[config.mk]
export PLATFORM = sky130hd
export DESIGN_NAME = csi_indicator
export DESIGN_NICKNAME = d
export VERILOG_FILES = /design/src/design/csi_pkg.sv /design/src/design/csi_flash.sv /design/src/design/csi_display.sv /design/src/design/csi_indicator.sv
export VERILOG_INCLUDE_DIRS = /design/src /design/src/design
export SDC_FILE = /design/constraint.sdc
export NUM_CORES = 1
export LEC_CHECK = 0
export BUFFER_PORTS_ARGS = -buffer_cell sky130_fd_sc_hd__buf_4
export CORE_UTILIZATION = 40
export CTS_BUF_LIST = sky130_fd_sc_hd__clkbuf_4 sky130_fd_sc_hd__clkbuf_8
export DETAILED_ROUTE_END_ITERATION = 8
export PLACE_DENSITY_LB_ADDON = 0.12
export SYNTH_ARGS = -nofsm -noshare
export SYNTH_HDL_FRONTEND = slang
export SYNTH_SLANG_ARGS = --single-unit
[constraint.sdc]
create_clock -name sys_clk -period 2.75 [get_ports sys_clk]
set_input_delay 0.4125 -clock sys_clk [delete_from_list [all_inputs] [get_ports sys_clk]]
set_output_delay 0.4125 -clock sys_clk [all_outputs]
set_load 0.02 [all_outputs]
[src/design/csi_consts.svh]
// Constants of the curtain status indicator: offsets, fields, resets, timing.
`ifndef CSI_CONSTS_SVH
`define CSI_CONSTS_SVH
// ****************************************************************
// Register offsets (byte addresses).
// ****************************************************************
`define CSI_CTRL_OFS    8'h00
`define CSI_CODE_OFS    8'h04
`define CSI_STATUS_OFS  8'h08
// ****************************************************************
// Control register fields and reset values.
// ****************************************************************
`define CSI_CTRL_STARTUP_BIT 0
`define CSI_CTRL_RXCH2_BIT   1
`define CSI_CTRL_STARTUP_RST 1'b1
`define CSI_CTRL_RXCH2_RST   1'b0
`define CSI_CODE_RST         8'h00
// ****************************************************************
// Bus responses.
// ****************************************************************
`define CSI_RESP_OKAY   2'b00
`define CSI_RESP_SLVERR 2'b10
// ****************************************************************
// Timing: clock rate and flash rates in hertz.
// ****************************************************************
`define CSI_CLK_HZ  50000000
`define CSI_SLOW_HZ 1
`define CSI_FAST_HZ 10
`endif

[src/design/csi_pkg.sv]
// Types shared by the curtain status indicator modules.
package csi_pkg;
  // Two-colour lamp drive.
  typedef struct packed {
    logic red;
    logic green;
  } csi_lamp_s;
  // Conditions supplied by the detection and switching logic.
  typedef struct packed {
    logic       field_interrupted;
    logic       misaligned;
    logic       tx_channel_two;
    logic       external_error;
    logic       internal_error;
    logic       weak_signal;
    logic       interlock_locked;
    logic       control_open;
    logic [1:0] operating_mode;
    logic       tx_failed;
    logic       tx_supply_ok;
  } csi_cond_s;
  // Indication shown on the primary status lamp, highest priority first.
  typedef enum logic [4:0] {
    IND_INT  = 5'b00001,
    IND_EXT  = 5'b00010,
    IND_STOP = 5'b00100,
    IND_WEAK = 5'b01000,
    IND_OK   = 5'b10000
  } csi_ind_e;
  // Symbol on the seven-segment display.
  typedef enum logic [4:0] {
    SYM_BLANK = 5'b00001,
    SYM_CH1   = 5'b00010,
    SYM_CH2   = 5'b00100,
    SYM_EXT   = 5'b01000,
    SYM_INT   = 5'b10000
  } csi_sym_e;
  // Status register layout, low bits first from the right.
  typedef struct packed {
    logic       tx_second_lamp;
    csi_lamp_s  tx_status_lamp;
    csi_lamp_s  output_lamp;
    logic       interlock_status_lamp;
    csi_lamp_s  primary_status_lamp;
    csi_ind_e   ind;
  } csi_status_s;
endpackage

[src/design/csi_flash.sv]
// Flash divider: a square wave at fifty percent duty and a tick per edge.
`timescale 1ns/1ps
`default_nettype none
module csi_flash import csi_pkg::*; #(
  parameter int unsigned HALF = 25000000
) (
  // Clock and reset.
  input  wire logic sys_clk,
  input  wire logic rst_n,
  // Flash outputs.
  output var  logic tick,
  output var  logic phase
);
  localparam int unsigned CW = (HALF > 1) ? $clog2(HALF) : 1;
  typedef struct packed {
    logic [CW-1:0] cnt;
    logic          phase;
  } csi_flash_s;
  csi_flash_s st, next_st;
  // Terminal count marks each half period.
  assign tick  = (st.cnt == CW'(HALF - 1));
  assign phase = st.phase;
  // Count the half period and toggle the phase at its end.
  always_comb begin
    next_st = st;
    if (tick) begin
      next_st.cnt   = '0;
      next_st.phase = ~st.phase;
    end else begin
      next_st.cnt = st.cnt + CW'(1);
    end
  end
  // Register the state.
  always_ff @(posedge sys_clk) begin
    if (!rst_n) begin
      st <= '0;
    end else begin
      st <= next_st;
    end
  end
endmodule // csi_flash
`default_nettype wire

[src/design/csi_display.sv]
// Seven-segment encoder for channel codes and error codes.
`timescale 1ns/1ps
`default_nettype none
module csi_display import csi_pkg::*; (
  // Clock and reset.
  input  wire logic       sys_clk,
  input  wire logic       rst_n,
  // Symbol and code to show.
  input  wire csi_sym_e   sym,
  input  wire logic [7:0] code,
  // Segments gfedcba, digit 2 leftmost, active high.
  output var  logic [6:0] digit2,
  output var  logic [6:0] digit1,
  output var  logic [6:0] digit0
);
  typedef struct packed {
    logic [6:0] d2;
    logic [6:0] d1;
    logic [6:0] d0;
  } csi_disp_s;
  csi_disp_s st, next_st;
  // Hex digit to segment pattern.
  function automatic logic [6:0] seg(input logic [3:0] v);
    case (v)
      4'h0: seg = 7'h3f;
      4'h1: seg = 7'h06;
      4'h2: seg = 7'h5b;
      4'h3: seg = 7'h4f;
      4'h4: seg = 7'h66;
      4'h5: seg = 7'h6d;
      4'h6: seg = 7'h7d;
      4'h7: seg = 7'h07;
      4'h8: seg = 7'h7f;
      4'h9: seg = 7'h6f;
      4'ha: seg = 7'h77;
      4'hb: seg = 7'h7c;
      4'hc: seg = 7'h39;
      4'hd: seg = 7'h5e;
      4'he: seg = 7'h79;
      default: seg = 7'h71;
    endcase
  endfunction
  // Channel shows C and its number; errors show a letter and two digits.
  always_comb begin
    next_st = '0;
    case (sym)
      SYM_CH1: begin
        next_st.d1 = seg(4'hc);
        next_st.d0 = seg(4'h1);
      end
      SYM_CH2: begin
        next_st.d1 = seg(4'hc);
        next_st.d0 = seg(4'h2);
      end
      SYM_EXT: begin
        next_st.d2 = seg(4'he);
        next_st.d1 = seg(code[7:4]);
        next_st.d0 = seg(code[3:0]);
      end
      SYM_INT: begin
        next_st.d2 = seg(4'hf);
        next_st.d1 = seg(code[7:4]);
        next_st.d0 = seg(code[3:0]);
      end
      default: next_st = '0;
    endcase
  end
  // Register the segments.
  always_ff @(posedge sys_clk) begin
    if (!rst_n) begin
      st <= '0;
    end else begin
      st <= next_st;
    end
  end
  assign digit2 = st.d2;
  assign digit1 = st.d1;
  assign digit0 = st.d0;
endmodule // csi_display
`default_nettype wire

[src/design/csi_indicator.sv]
// Status lamps and display driver of the light curtain, AXI4-Lite slave.
`include "csi_consts.svh"
`timescale 1ns/1ps
`default_nettype none
module csi_indicator import csi_pkg::*; #(
  parameter int unsigned SLOW_HALF = `CSI_CLK_HZ / (2 * `CSI_SLOW_HZ),
  parameter int unsigned FAST_HALF = `CSI_CLK_HZ / (2 * `CSI_FAST_HZ)
) (
  // Clock and reset.
  input  wire logic        sys_clk,
  input  wire logic        rst_n,
  // Conditions from the detection and switching logic.
  input  wire csi_cond_s   cond,
  // Lamps.
  output var  csi_lamp_s   primary_status_lamp,
  output var  logic        interlock_status_lamp,
  output var  csi_lamp_s   output_lamp,
  output var  csi_lamp_s   tx_status_lamp,
  output var  logic        tx_second_lamp,
  // Seven-segment display.
  output var  logic [6:0]  digit2,
  output var  logic [6:0]  digit1,
  output var  logic [6:0]  digit0,
  // AXI4-Lite write channels.
  input  wire logic [7:0]  s_axi_awaddr,
  input  wire logic [2:0]  s_axi_awprot,
  input  wire logic        s_axi_awvalid,
  output var  logic        s_axi_awready,
  input  wire logic [31:0] s_axi_wdata,
  input  wire logic [3:0]  s_axi_wstrb,
  input  wire logic        s_axi_wvalid,
  output var  logic        s_axi_wready,
  output var  logic [1:0]  s_axi_bresp,
  output var  logic        s_axi_bvalid,
  input  wire logic        s_axi_bready,
  // AXI4-Lite read channels.
  input  wire logic [7:0]  s_axi_araddr,
  input  wire logic [2:0]  s_axi_arprot,
  input  wire logic        s_axi_arvalid,
  output var  logic        s_axi_arready,
  output var  logic [31:0] s_axi_rdata,
  output var  logic [1:0]  s_axi_rresp,
  output var  logic        s_axi_rvalid,
  input  wire logic        s_axi_rready
);
  typedef struct packed {
    csi_ind_e    ind;
    csi_lamp_s   prim;
    logic        ilk;
    csi_lamp_s   outl;
    csi_lamp_s   txl;
    logic        tx2;
    csi_sym_e    sym;
    logic        startup;
    logic        rx_ch2;
    logic [7:0]  err_code;
    logic        aw_got;
    logic        w_got;
    logic [7:0]  awaddr;
    logic [31:0] wdata;
    logic [3:0]  wstrb;
    logic        bvalid;
    logic [1:0]  bresp;
    logic        rvalid;
    logic [31:0] rdata;
    logic [1:0]  rresp;
    logic        run;
  } csi_top_s;
  csi_top_s st, next_st;
  logic        slow_phase;
  logic        fast_phase;
  logic        mismatch;
  logic        stop;
  logic        ctl_open_mode;
  csi_status_s status;
  // ****************************************************************
  // Flash rates and display.
  // ****************************************************************
  csi_flash #(.HALF(SLOW_HALF)) u_slow (
    .sys_clk (sys_clk),
    .rst_n   (rst_n),
    .tick    (),
    .phase   (slow_phase)
  );
  csi_flash #(.HALF(FAST_HALF)) u_fast (
    .sys_clk (sys_clk),
    .rst_n   (rst_n),
    .tick    (),
    .phase   (fast_phase)
  );
  csi_display u_disp (
    .sys_clk (sys_clk),
    .rst_n   (rst_n),
    .sym     (st.sym),
    .code    (st.err_code),
    .digit2  (digit2),
    .digit1  (digit1),
    .digit0  (digit0)
  );
  // ****************************************************************
  // Condition decode.
  // ****************************************************************
  // Stop covers interruption, misalignment and channel mismatch.
  assign mismatch = cond.tx_channel_two != st.rx_ch2;
  assign stop = cond.field_interrupted | cond.misaligned | mismatch;
  assign ctl_open_mode = cond.control_open && (cond.operating_mode != 2'h0);
  assign status = '{tx_second_lamp: st.tx2, tx_status_lamp: st.txl,
                    output_lamp: st.outl, interlock_status_lamp: st.ilk,
                    primary_status_lamp: st.prim, ind: st.ind};
  // ****************************************************************
  // Next state: lamps, display and bus.
  // ****************************************************************
  always_comb begin
    next_st = st;
    // Checks start one edge after reset is released.
    next_st.run = 1'b1;
    // Highest pending condition wins the primary lamp.
    if (cond.internal_error) begin
      next_st.ind = IND_INT;
    end else if (cond.external_error) begin
      next_st.ind = IND_EXT;
    end else if (stop) begin
      next_st.ind = IND_STOP;
    end else if (cond.weak_signal) begin
      next_st.ind = IND_WEAK;
    end else begin
      next_st.ind = IND_OK;
    end
    next_st.prim = '0;
    case (next_st.ind)
      IND_INT:  next_st.prim.red = fast_phase;
      IND_EXT:  next_st.prim.red = slow_phase;
      IND_STOP: next_st.prim.red = 1'b1;
      IND_WEAK: next_st.prim.green = slow_phase;
      IND_OK:   next_st.prim.green = 1'b1;
      default:  next_st.prim = '0;
    endcase
    // Output lamp mirrors the switching outputs.
    next_st.outl.red = stop | cond.internal_error
                     | cond.external_error;
    next_st.outl.green = ~next_st.outl.red;
    // Interlock lamp: open control circuit flashes when operating_mode is not 0, ready shows steady.
    if (ctl_open_mode) begin
      next_st.ilk = slow_phase;
    end else begin
      next_st.ilk = cond.interlock_locked
                  && !cond.field_interrupted;
    end
    // Transmitter lamps: dark unpowered, red failed, green per channel.
    next_st.txl.red = cond.tx_supply_ok && cond.tx_failed;
    next_st.txl.green = cond.tx_supply_ok && !cond.tx_failed;
    next_st.tx2 = next_st.txl.green && cond.tx_channel_two;
    // Display: channel during start-up, else the error letter, blank with no error.
    if (st.startup) begin
      next_st.sym = st.rx_ch2 ? SYM_CH2 : SYM_CH1;
    end else if (cond.internal_error) begin
      next_st.sym = SYM_INT;
    end else if (cond.external_error) begin
      next_st.sym = SYM_EXT;
    end else begin
      next_st.sym = SYM_BLANK;
    end
    // Write address and data are taken in either order.
    if (s_axi_awvalid && s_axi_awready) begin
      next_st.aw_got = 1'b1;
      next_st.awaddr = s_axi_awaddr;
    end
    if (s_axi_wvalid && s_axi_wready) begin
      next_st.w_got = 1'b1;
      next_st.wdata = s_axi_wdata;
      next_st.wstrb = s_axi_wstrb;
    end
    if (st.aw_got && st.w_got) begin
      next_st.aw_got = 1'b0;
      next_st.w_got = 1'b0;
      next_st.bvalid = 1'b1;
      next_st.bresp = `CSI_RESP_OKAY;
      case ({st.awaddr[7:2], 2'b00})
        `CSI_CTRL_OFS: begin
          if (st.wstrb[0]) begin
            next_st.startup = st.wdata[`CSI_CTRL_STARTUP_BIT];
            next_st.rx_ch2 = st.wdata[`CSI_CTRL_RXCH2_BIT];
          end
        end
        `CSI_CODE_OFS: begin
          if (st.wstrb[0]) begin
            next_st.err_code = st.wdata[7:0];
          end
        end
        `CSI_STATUS_OFS: next_st.bresp = `CSI_RESP_OKAY;
        default: next_st.bresp = `CSI_RESP_SLVERR;
      endcase
    end
    if (st.bvalid && s_axi_bready) begin
      next_st.bvalid = 1'b0;
    end
    // Read answers one cycle after the address is taken.
    if (st.rvalid && s_axi_rready) begin
      next_st.rvalid = 1'b0;
    end
    if (s_axi_arvalid && s_axi_arready) begin
      next_st.rvalid = 1'b1;
      next_st.rresp = `CSI_RESP_OKAY;
      case ({s_axi_araddr[7:2], 2'b00})
        `CSI_CTRL_OFS:   next_st.rdata = {30'h0, st.rx_ch2, st.startup};
        `CSI_CODE_OFS:   next_st.rdata = {24'h0, st.err_code};
        `CSI_STATUS_OFS: next_st.rdata = 32'(status);
        default: begin
          next_st.rdata = 32'h0;
          next_st.rresp = `CSI_RESP_SLVERR;
        end
      endcase
    end
  end
  // Register the state.
  always_ff @(posedge sys_clk) begin
    if (!rst_n) begin
      st <= '0;
      st.ind <= IND_OK;
      st.sym <= SYM_BLANK;
      st.startup <= `CSI_CTRL_STARTUP_RST;
      st.rx_ch2 <= `CSI_CTRL_RXCH2_RST;
      st.err_code <= `CSI_CODE_RST;
    end else begin
      st <= next_st;
    end
  end
  // Bus handshakes and registered outputs.
  assign s_axi_awready = !st.aw_got && !st.bvalid;
  assign s_axi_wready = !st.w_got && !st.bvalid;
  assign s_axi_arready = !st.rvalid;
  assign s_axi_bvalid = st.bvalid;
  assign s_axi_bresp = st.bresp;
  assign s_axi_rvalid = st.rvalid;
  assign s_axi_rdata = st.rdata;
  assign s_axi_rresp = st.rresp;
  assign primary_status_lamp = st.prim;
  assign interlock_status_lamp = st.ilk;
  assign output_lamp = st.outl;
  assign tx_status_lamp = st.txl;
  assign tx_second_lamp = st.tx2;

  logic no_fault;
  assign no_fault = !cond.internal_error && !cond.external_error;
endmodule // csi_indicator
`default_nettype wire

* After elaboration in Yosys (flattened, before gate mapping) *
Memories as Yosys holds them, arrays and structs flattened. A register that Yosys moved wholly into a read port is not among the register bits.
Index checks and enable logic that the tools add are counted.

word-level totals
  memories = 4
  memory bits (writable) = 0
  bits of input ports = 77
  logic and storage cells = 117
  bits in latches = 0
  ROM bits = 448
  register bits after elaboration = 155
  output and inout bits = 70

memory list
  memory           depth  bits a word  read ports  clocked after Yosys merged registers in  write ports  line               RTL
  (no name shown)  16     7            1           1                                        0            csi_display.sv:24  case (v)
  (no name shown)  16     7            1           1                                        0            csi_display.sv:24
  (no name shown)  16     7            1           1                                        0            csi_display.sv:24
  (no name shown)  16     7            1           1                                        0            csi_display.sv:24

operators by class
  add/sub/neg operators = 2
  $lt $le $gt $ge = 0
  bitwise operators = 8
  divide/modulo/power cells = 0
  reductions and logical operators = 31
  shift operators = 0
  multipliers = 0
  muxes and demuxes = 26
  eq/ne operators = 16

operator list
  cell                   number
  $pmux 14 s4            1
  $pmux 13 s3            1
  $mux 4                 9
  $mux 35                1
  $mux 5                 6
  $add 25x1->25 const B  1
  $eq 25x25->1 const B   1
  $add 22x1->22 const B  1
  $eq 22x22->1 const B   1
  $pmux 7 s2             1
  $logic_and 1x1->1      13
  $eq 6x1->1 const B     2
  $eq 6x2->1 const B     2
  $logic_not 6->1        2
  $eq 5x2->1 const B     2
  $eq 5x3->1 const B     2
  $eq 5x4->1 const B     2
  $eq 5x5->1 const B     2
  $reduce_or 2->1        4
  $logic_not 1->1        6
  $reduce_and 3->1       2
  $reduce_or 3->1        2
  $eq 5x1->1 const B     1
  $mux 2                 2
  8 further kinds        16

* Depth between registers and ports, before layout *
Gate-level depths: netlist of the first run.

  word-level depth = 7
  mapped depth = 11

* Hierarchy *
Synthesis of the first run repeated with hierarchy kept, for this count alone.

second synthesis, totals
  cell total of the unflattened synthesis = 665
  area, all modules = 6113.4 µm²

by module, submodules not included
  module               cells each  seq. area each (µm²)  instances  area each (µm²)
  csi_indicator        290         1241.2                1          2736.4
  csi_flash at u_slow  147         520.5                 1          1268.7
  csi_flash at u_fast  123         460.4                 1          1076.0
  csi_display          105         320.3                 1          1032.2

* Worst setup path before layout of the first run *
No wires, ideal clock.

  kind = reg2reg
  start = register st[80] in the netlist's numbering
  end = register (tool-made name)
  cell stages (with the launch flop) = 12
  arrival = 2.275 ns
  setup time = 0.116 ns
  setup slack = 0.358 ns
  required time = 2.634 ns
  cell sequence = dfxtp_1 nor4_4 and3_1 buf_6 buf_4 mux2i_1 nor2_1 inv_1 ha_1 inv_1 or3b_1 o211a_1

RTL lines
  element                 line                  RTL
  start, declared         csi_indicator.sv:69   csi_top_s st, next_st;
  start signal, assigned  csi_indicator.sv:225  st <= next_st;

==> results.tsv, run 1 <==
metric	value	unit
status	complete, no violations	
slew_viol_final	0	
internal_power	3.33	mW
slowest_stage	or3b_1	
final_cell_mix	dfxtp_1 (141), nor2_1 (112), buf_4 (103)	
num_rows	45	
fp.dieH	127	um
finalSetupTns	0	ns
whs	0.144	ns
dr.first_iter.drc_count	244	
ys_warn_count	0	
power_density	587	nW/um^2
die_x	127	um
yosys.area.top_type	dfxtp_1	
fmax	407	MHz
dr.pass1.iters	5	
max_stage_delay	0.36	ns
switching_share	0.228	
grt_max_degree	30	
final_common_cell	dfxtp_1	
drt-total-wl	13200	um
rr_worst_depth	10	
syn_avg_cell_area	9.09	sq um
critical_path_depth	10	
critical_path.top_delay_family	simple AND/OR/NAND/NOR gates	
clock_latency	0.44	ns
yosys_most_used_dff	dfxtp_1	
min_path_type	input port to flip-flop	
ir_drop	0.299	mV
setup_viol	0	
placed_area	6890	sq um
critPathLaunchType	flip-flop	
cts-root-buf	clkbuf_8	
cpMostUsedCell	inv_1	
vias	4723	
yosys-top-cells-area	dfxtp_1 (45%), nor2_1 (6.7%), buf_4 (5.8%)	
ant_nets	0	
worst_pin_slew	0.760	ns
clockBufferDepth	2	
rsz0062_at_grt	no	
place_hpwl	9500	um
cts-buffers-inserted	17	
end_kind	flip-flop	
start_util	0.411	
postCtsSetupRepairBufs	0	
fin_util	0.483	
antenna_found_initial	0	
synth_seq_cells	141	
crit_arrival	2.79	ns
ys_seq_area_frac	0.451	
cts.sinks	141	
relSlewSlack	0.489	
power_leakage	3.02	nW
top_level_ports	147	
synth_cell_type_count	53	
place_congestion	0.787	
grt.total_usage	0.170	
final_area	7350	sq um
port_buffers	86	
holdPathStages	2	
comb_power_share	0.066	
synth_edf_count	0	
cp_max_fo	10	
clk_pin_slew	0.08	ns
htreeDepth	4	
viasPerCell	4.90	
synthArstFlopShare	0	
netlist_instances	688	
cts-hold-fix-buffers	0	
cts-resized-gates	0	
drc	0	
skew	0.00879	ns
cp_cell_sequence	nor4_4, and3_1, buf_4, mux2i_1, nor2_1, inv_1, ha_1, inv_1, or3b_1, o211a_1	
fill_cells	1436	
area_delta_synth_final	17.5	%
critPathKind	flip-flop to flip-flop	
synth_top_area_frac	0.451	
cts_tree	yes	
pwr-share-clk	0.443	
max-cap-violations	0	
core	15200	sq um
syn_area	6250	sq um
dieArea	16100	sq um
finalCriticalPeriod	2.46	ns
grt_pass1_vias	4439	
p_switching	0.983	mW
final_hold_viol_count	0	
cp_num_buf_inv	3	
overflow	0	
fin_crit_sh	0.893	
cp.required	3.09	ns
grt_pass1_wl	21500	um
antenna_cells	0	
nets	856	
seqPwrFrac	0.491	
drive_gt1_frac	0.189	
wl_per_cell	13.7	um
==> cells in the mapped netlist (6+ instances only) <==
library cell,number
dfxtp_1,141
xor2_1,29
a21oi_1,26
xnor2_1,19
ha_1,16
nor4_1,11
nor2_1,112
a22oi_1,13
o21ai_0,6
buf_4,48
and3_1,17
nand4_1,11
a21o_1,9
nor3b_1,8
inv_1,20
clkbuf_1,12
nand3_1,26
mux2i_1,23
nor2b_1,7
nand2_1,53
and2_1,12
nor3_1,9
==> worst register-to-register path: stages (launching register included) <==
cell and delay (ns):
dfxtp_1 0.34, nor4_4 0.33, and3_1 0.21, buf_4 0.18
mux2i_1 0.26, nor2_1 0.12, inv_1 0.17, ha_1 0.21
inv_1 0.05, or3b_1 0.36, o211a_1 0.13
==> metrics by stage <==
stage          std cells  setup slack [ns]  power [mW]
2_1_floorplan        710             0.358        2.36
3_3_place_gp         932             0.345        2.45
3_5_place_dp         932             0.303        2.46
4_1_cts              964             0.296        4.38
5_1_grt              964            0.0371        4.50
6_report             964             0.295        4.31
==> logic make-up (layout without fill, tap and decap cells) <==
kind of cell,after synthesis,in the layout,share of synthesized area
compound gates,75,75,0.0876
xor+xnor,48,48,0.0672
fa+ha+maj,16,16,0.0320
buf+inv,89,155,0.0852
flops,141,141,0.451
mux,30,30,0.0516
other cells,1,23,0.000600
simple gates,288,288,0.224
==> power groups by stage <==
stage          registers, mW  logic, mW  clock network, mW
5_1_grt                 2.13      0.314               2.06
4_1_cts                 2.12      0.290               1.97
3_3_place_gp            2.17      0.284                  0
3_5_place_dp            2.17      0.289                  0
2_1_floorplan           2.17      0.196                  0
6_report                2.12      0.286               1.91
==> layer usage <==
metal / wire length (um) / vias to the layer above / GRT usage
met1: 6170 / 2206 / 0.206
met5: 0 / - / 0
met3: 529 / 18 / 0.0523
li1: - / 2418 / -
met2: 6330 / 81 / 0.286
met4: 204 / 0 / 0.0602
==> cell type report <==
cell class / instances / area, sq um / share of cell area
Clock buffer: 21 / 270 / 0.0368
Clock inverter: 11 / 190 / 0.0259
Inverter: 20 / 75.1 / 0.0102
Multi-Input combinational cell: 480 / 2980 / 0.406
Sequential cell: 141 / 2820 / 0.384
Tap cell: 188 / 235 / 0.0320
Timing Repair Buffer: 103 / 773 / 0.105
==> path summary, 6_finish.rpt <==
kind | slack [ns] | end | from
setup / recovery | 0.29 | flip-flop | st[80]
hold / removal | 0.14 | tx_status_lamp[0] | cond[1]
setup reg to reg | 0.29 | flip-flop | st[80]
hold reg to reg | 0.43 | u_disp.digit1[6] | flip-flop
==> sequential cells by signal, summed over array words and instances, names as in the netlist, 2 cells and up, named ones only <==
signal,count
u_disp.digit0,7
u_slow.st,25
primary_status_lamp,2
s_axi_rdata,13
u_disp.digit2,2
u_disp.digit1,7
u_fast.st,22
st,37
tx_status_lamp,2
output_lamp,2
No activity file was read; power rests on OpenSTA's default activity.
==> run 2: changes to the inputs <==
--- a/config.mk
+++ b/config.mk
@@ -6,6 +6,7 @@
 export SDC_FILE = /design/constraint.sdc
 export NUM_CORES = 1
 export LEC_CHECK = 0
+export ABC_AREA = 1
 export BUFFER_PORTS_ARGS = -buffer_cell sky130_fd_sc_hd__buf_4
 export CORE_UTILIZATION = 40
 export CTS_BUF_LIST = sky130_fd_sc_hd__clkbuf_4 sky130_fd_sc_hd__clkbuf_8
==> results.tsv, run 2 <==
metric	value	unit	change
cp_num_buf_inv	3		unchanged
synth_edf_count	0		unchanged
postCtsSetupRepairBufs	0		unchanged
min_path_type	input port to flip-flop		
place_congestion	0.841		+6.9%
critPathKind	flip-flop to flip-flop		
max-cap-violations	0		unchanged
cts.sinks	141		unchanged
internal_power	3.16	mW	-5.2%
grt_pass1_wl	23200	um	+8.0%
ys_seq_area_frac	0.426		-0.0253
comb_power_share	0.076		+0.010
power_leakage	3.23	nW	+7.1%
end_kind	flip-flop		
htreeDepth	4		unchanged
place_hpwl	10800	um	+14%
synth_cell_type_count	37		-30%
fin_crit_sh	0.824		-0.0693
worst_pin_slew	0.588	ns	-0.172 ns
dieArea	17100	sq um	+5.8%
cts_tree	yes		
largest_register_ffs	37		unchanged
skew	0.0131	ns	+0.00433 ns
num_rows	46		+2.2%
cts-resized-gates	0		unchanged
critical_path.top_delay_family	simple AND/OR/NAND/NOR gates		
grt_max_degree	29		-3.3%
pwr-share-clk	0.414		-0.029
grt_pass1_vias	4860		+9.5%
drc	0		unchanged
vias	5500		+16%
fin_ws	0.485	ns	+0.191 ns
ir_drop	0.272	mV	-8.9%
regMostFlops	st		
status	complete, no violations		
dr.first_iter.drc_count	339		+39%
fp.dieH	131	um	+2.9%
antenna_cells	0		unchanged
switching_share	0.245		+0.0177
fmax	442	MHz	+8.4%
die_x	131	um	+2.9%
top_regs	st (37), u_slow.st (25), u_fast.st (22)		
area_delta_synth_final	15.7	%	
wl_per_cell	11.9	um	-13%
grt.total_usage	0.176		+0.00522
dr.pass1.iters	4		-1
finalCriticalPeriod	2.26	ns	-0.191 ns
clk_pin_slew	0.08	ns	about the same
yosys_most_used_dff	dfxtp_1		
fill_cells	1666		+16%
critPathLaunchType	flip-flop		
cp.required	3.09	ns	about the same
synth_top_area_frac	0.426		-0.0253
core	16000	sq um	+5.3%
setup_viol	0		unchanged
slew_viol_final	0		unchanged
clockBufferDepth	2		unchanged
netlist_top_cells_count	nand2_1 (210), dfxtp_1 (141), nor2_1 (116)		
cp_cell_sequence	inv_2, nor2_4, nand3_1, nor2_2, nor2_1, nor2_1, inv_1, ha_1, inv_1, nand3_1, nand3_1, nand2_1		
final_common_cell	nand2_1		
synthArstFlopShare	0		unchanged
crit_arrival	2.61	ns	-0.18 ns
drt-total-wl	14400	um	+8.9%
nets	1070		+25%
syn_avg_cell_area	7.30	sq um	-20%
slowest_stage	nor2_1		
finalSetupTns	0	ns	unchanged
syn_area	6630	sq um	+5.9%
max_stage_delay	0.36	ns	about the same
start_util	0.414		+0.00270
cp_max_fo	9		-1
rsz0062_at_grt	no		
seqPwrFrac	0.509		+0.018
p_switching	1.03	mW	+4.6%
cpMostUsedCell	nand3_1		
cts-buffers-inserted	17		unchanged
final_hold_viol_count	0		unchanged
yosys-top-cells-area	dfxtp_1 (43%), nand2_1 (12%), nor2_1 (6.6%)		
cts-root-buf	clkbuf_8		
cts-hold-fix-buffers	0		unchanged
dp_slack	0.494	ns	+0.191 ns
power_density	547	nW/um^2	-6.9%
overflow	0		unchanged
netlist_instances	908		+32%
final_cell_mix	nand2_1 (210), dfxtp_1 (141), nor2_1 (116)		
synth_seq_cells	141		unchanged
yosys.area.top_type	dfxtp_1		
relSlewSlack	0.605		+0.116
antenna_found_initial	0		unchanged
drive_gt1_frac	0.152		-0.0379
synth_most_common_cell	nand2_1		
port_buffers	86		unchanged
viasPerCell	4.56		-6.9%
top_level_ports	147		unchanged
ys_warn_count	0		unchanged
ant_nets	0		unchanged
clock_latency	0.45	ns	about the same
[run 2: worst register-to-register path, cell delays in order (launching register included)]
cell and delay [ns]:
dfxtp_1 0.34, inv_2 0.06, nor2_4 0.25, nand3_1 0.13, nor2_2 0.15, nor2_1 0.07
nor2_1 0.36, inv_1 0.18, ha_1 0.32, inv_1 0.09, nand3_1 0.08, nand3_1 0.09
nand2_1 0.04
[run 2: final cells by class]
class                      count  area [sq um]  share of cell area
clock buffer                  24           318              0.0415
clock inverter                 8           105              0.0137
inverter                     108           408              0.0532
multi-input combinational    617          3050               0.398
sequential                   141          2820               0.368
tap                          216           270              0.0353
timing repair buffer          92           691              0.0901
[run 2: final timing paths]
path | end | slack (ns) | cells after the start | from
worst max register to register | flip-flop | 0.49 | 12 | st[77]
worst min register to register | u_disp.digit1[1] | 0.41 | 2 | flip-flop
worst min-delay path | tx_second_lamp | 0.14 | 2 | cond[1]
worst max-delay path | flip-flop | 0.49 | 12 | st[77]
[run 2: kinds of logic after synthesis]
group / Yosys count / share of synthesized area
AOI/OAI and AO/OA: 97 / 0.0771
buffers and inverters: 172 / 0.126
adders and majority gates: 16 / 0.0302
and+or+nand+nor: 464 / 0.317
other: 1 / 0.000566
xor gates and xnor gates: 17 / 0.0225
DFF: 141 / 0.426
[run 2: metrics by stage]
step / cells / power, mW / hold slack, ns / cell area (sq um) / utilization
after floorplan: 930 / 2.41 / 0.394 / 6710 / -
after detailed placement: 1174 / 2.50 / 0.402 / 7240 / 0.452
final: 1206 / 4.19 / 0.139 / 7660 / 0.479
after global routing: 1206 / 4.38 / 0.116 / 7660 / 0.479
after CTS: 1206 / 4.25 / 0.106 / 7660 / 0.479
after global placement: 1174 / 2.50 / 0.400 / 7240 / 0.452
[run 2: metal layers]
| metal | vias to the layer above | track usage | routed length [um] |
|---|---|---|---|
| li1 | 2974 | - | - |
| met1 | 2422 | 0.219 | 6900 |
| met2 | 90 | 0.297 | 6710 |
| met3 | 14 | 0.0460 | 646 |
| met4 | 0 | 0.0527 | 142 |
| met5 | - | 0 | 0 |
[run 2: power by group through the flow]
| stage | registers (mW) | logic [mW] | clock network, mW |
|---|---|---|---|
| 3_5_place_dp | 2.18 | 0.323 | 0 |
| 5_1_grt | 2.14 | 0.355 | 1.89 |
| 2_1_floorplan | 2.18 | 0.232 | 0 |
| 3_3_place_gp | 2.18 | 0.321 | 0 |
| 6_report | 2.13 | 0.319 | 1.74 |
| 4_1_cts | 2.13 | 0.324 | 1.80 |
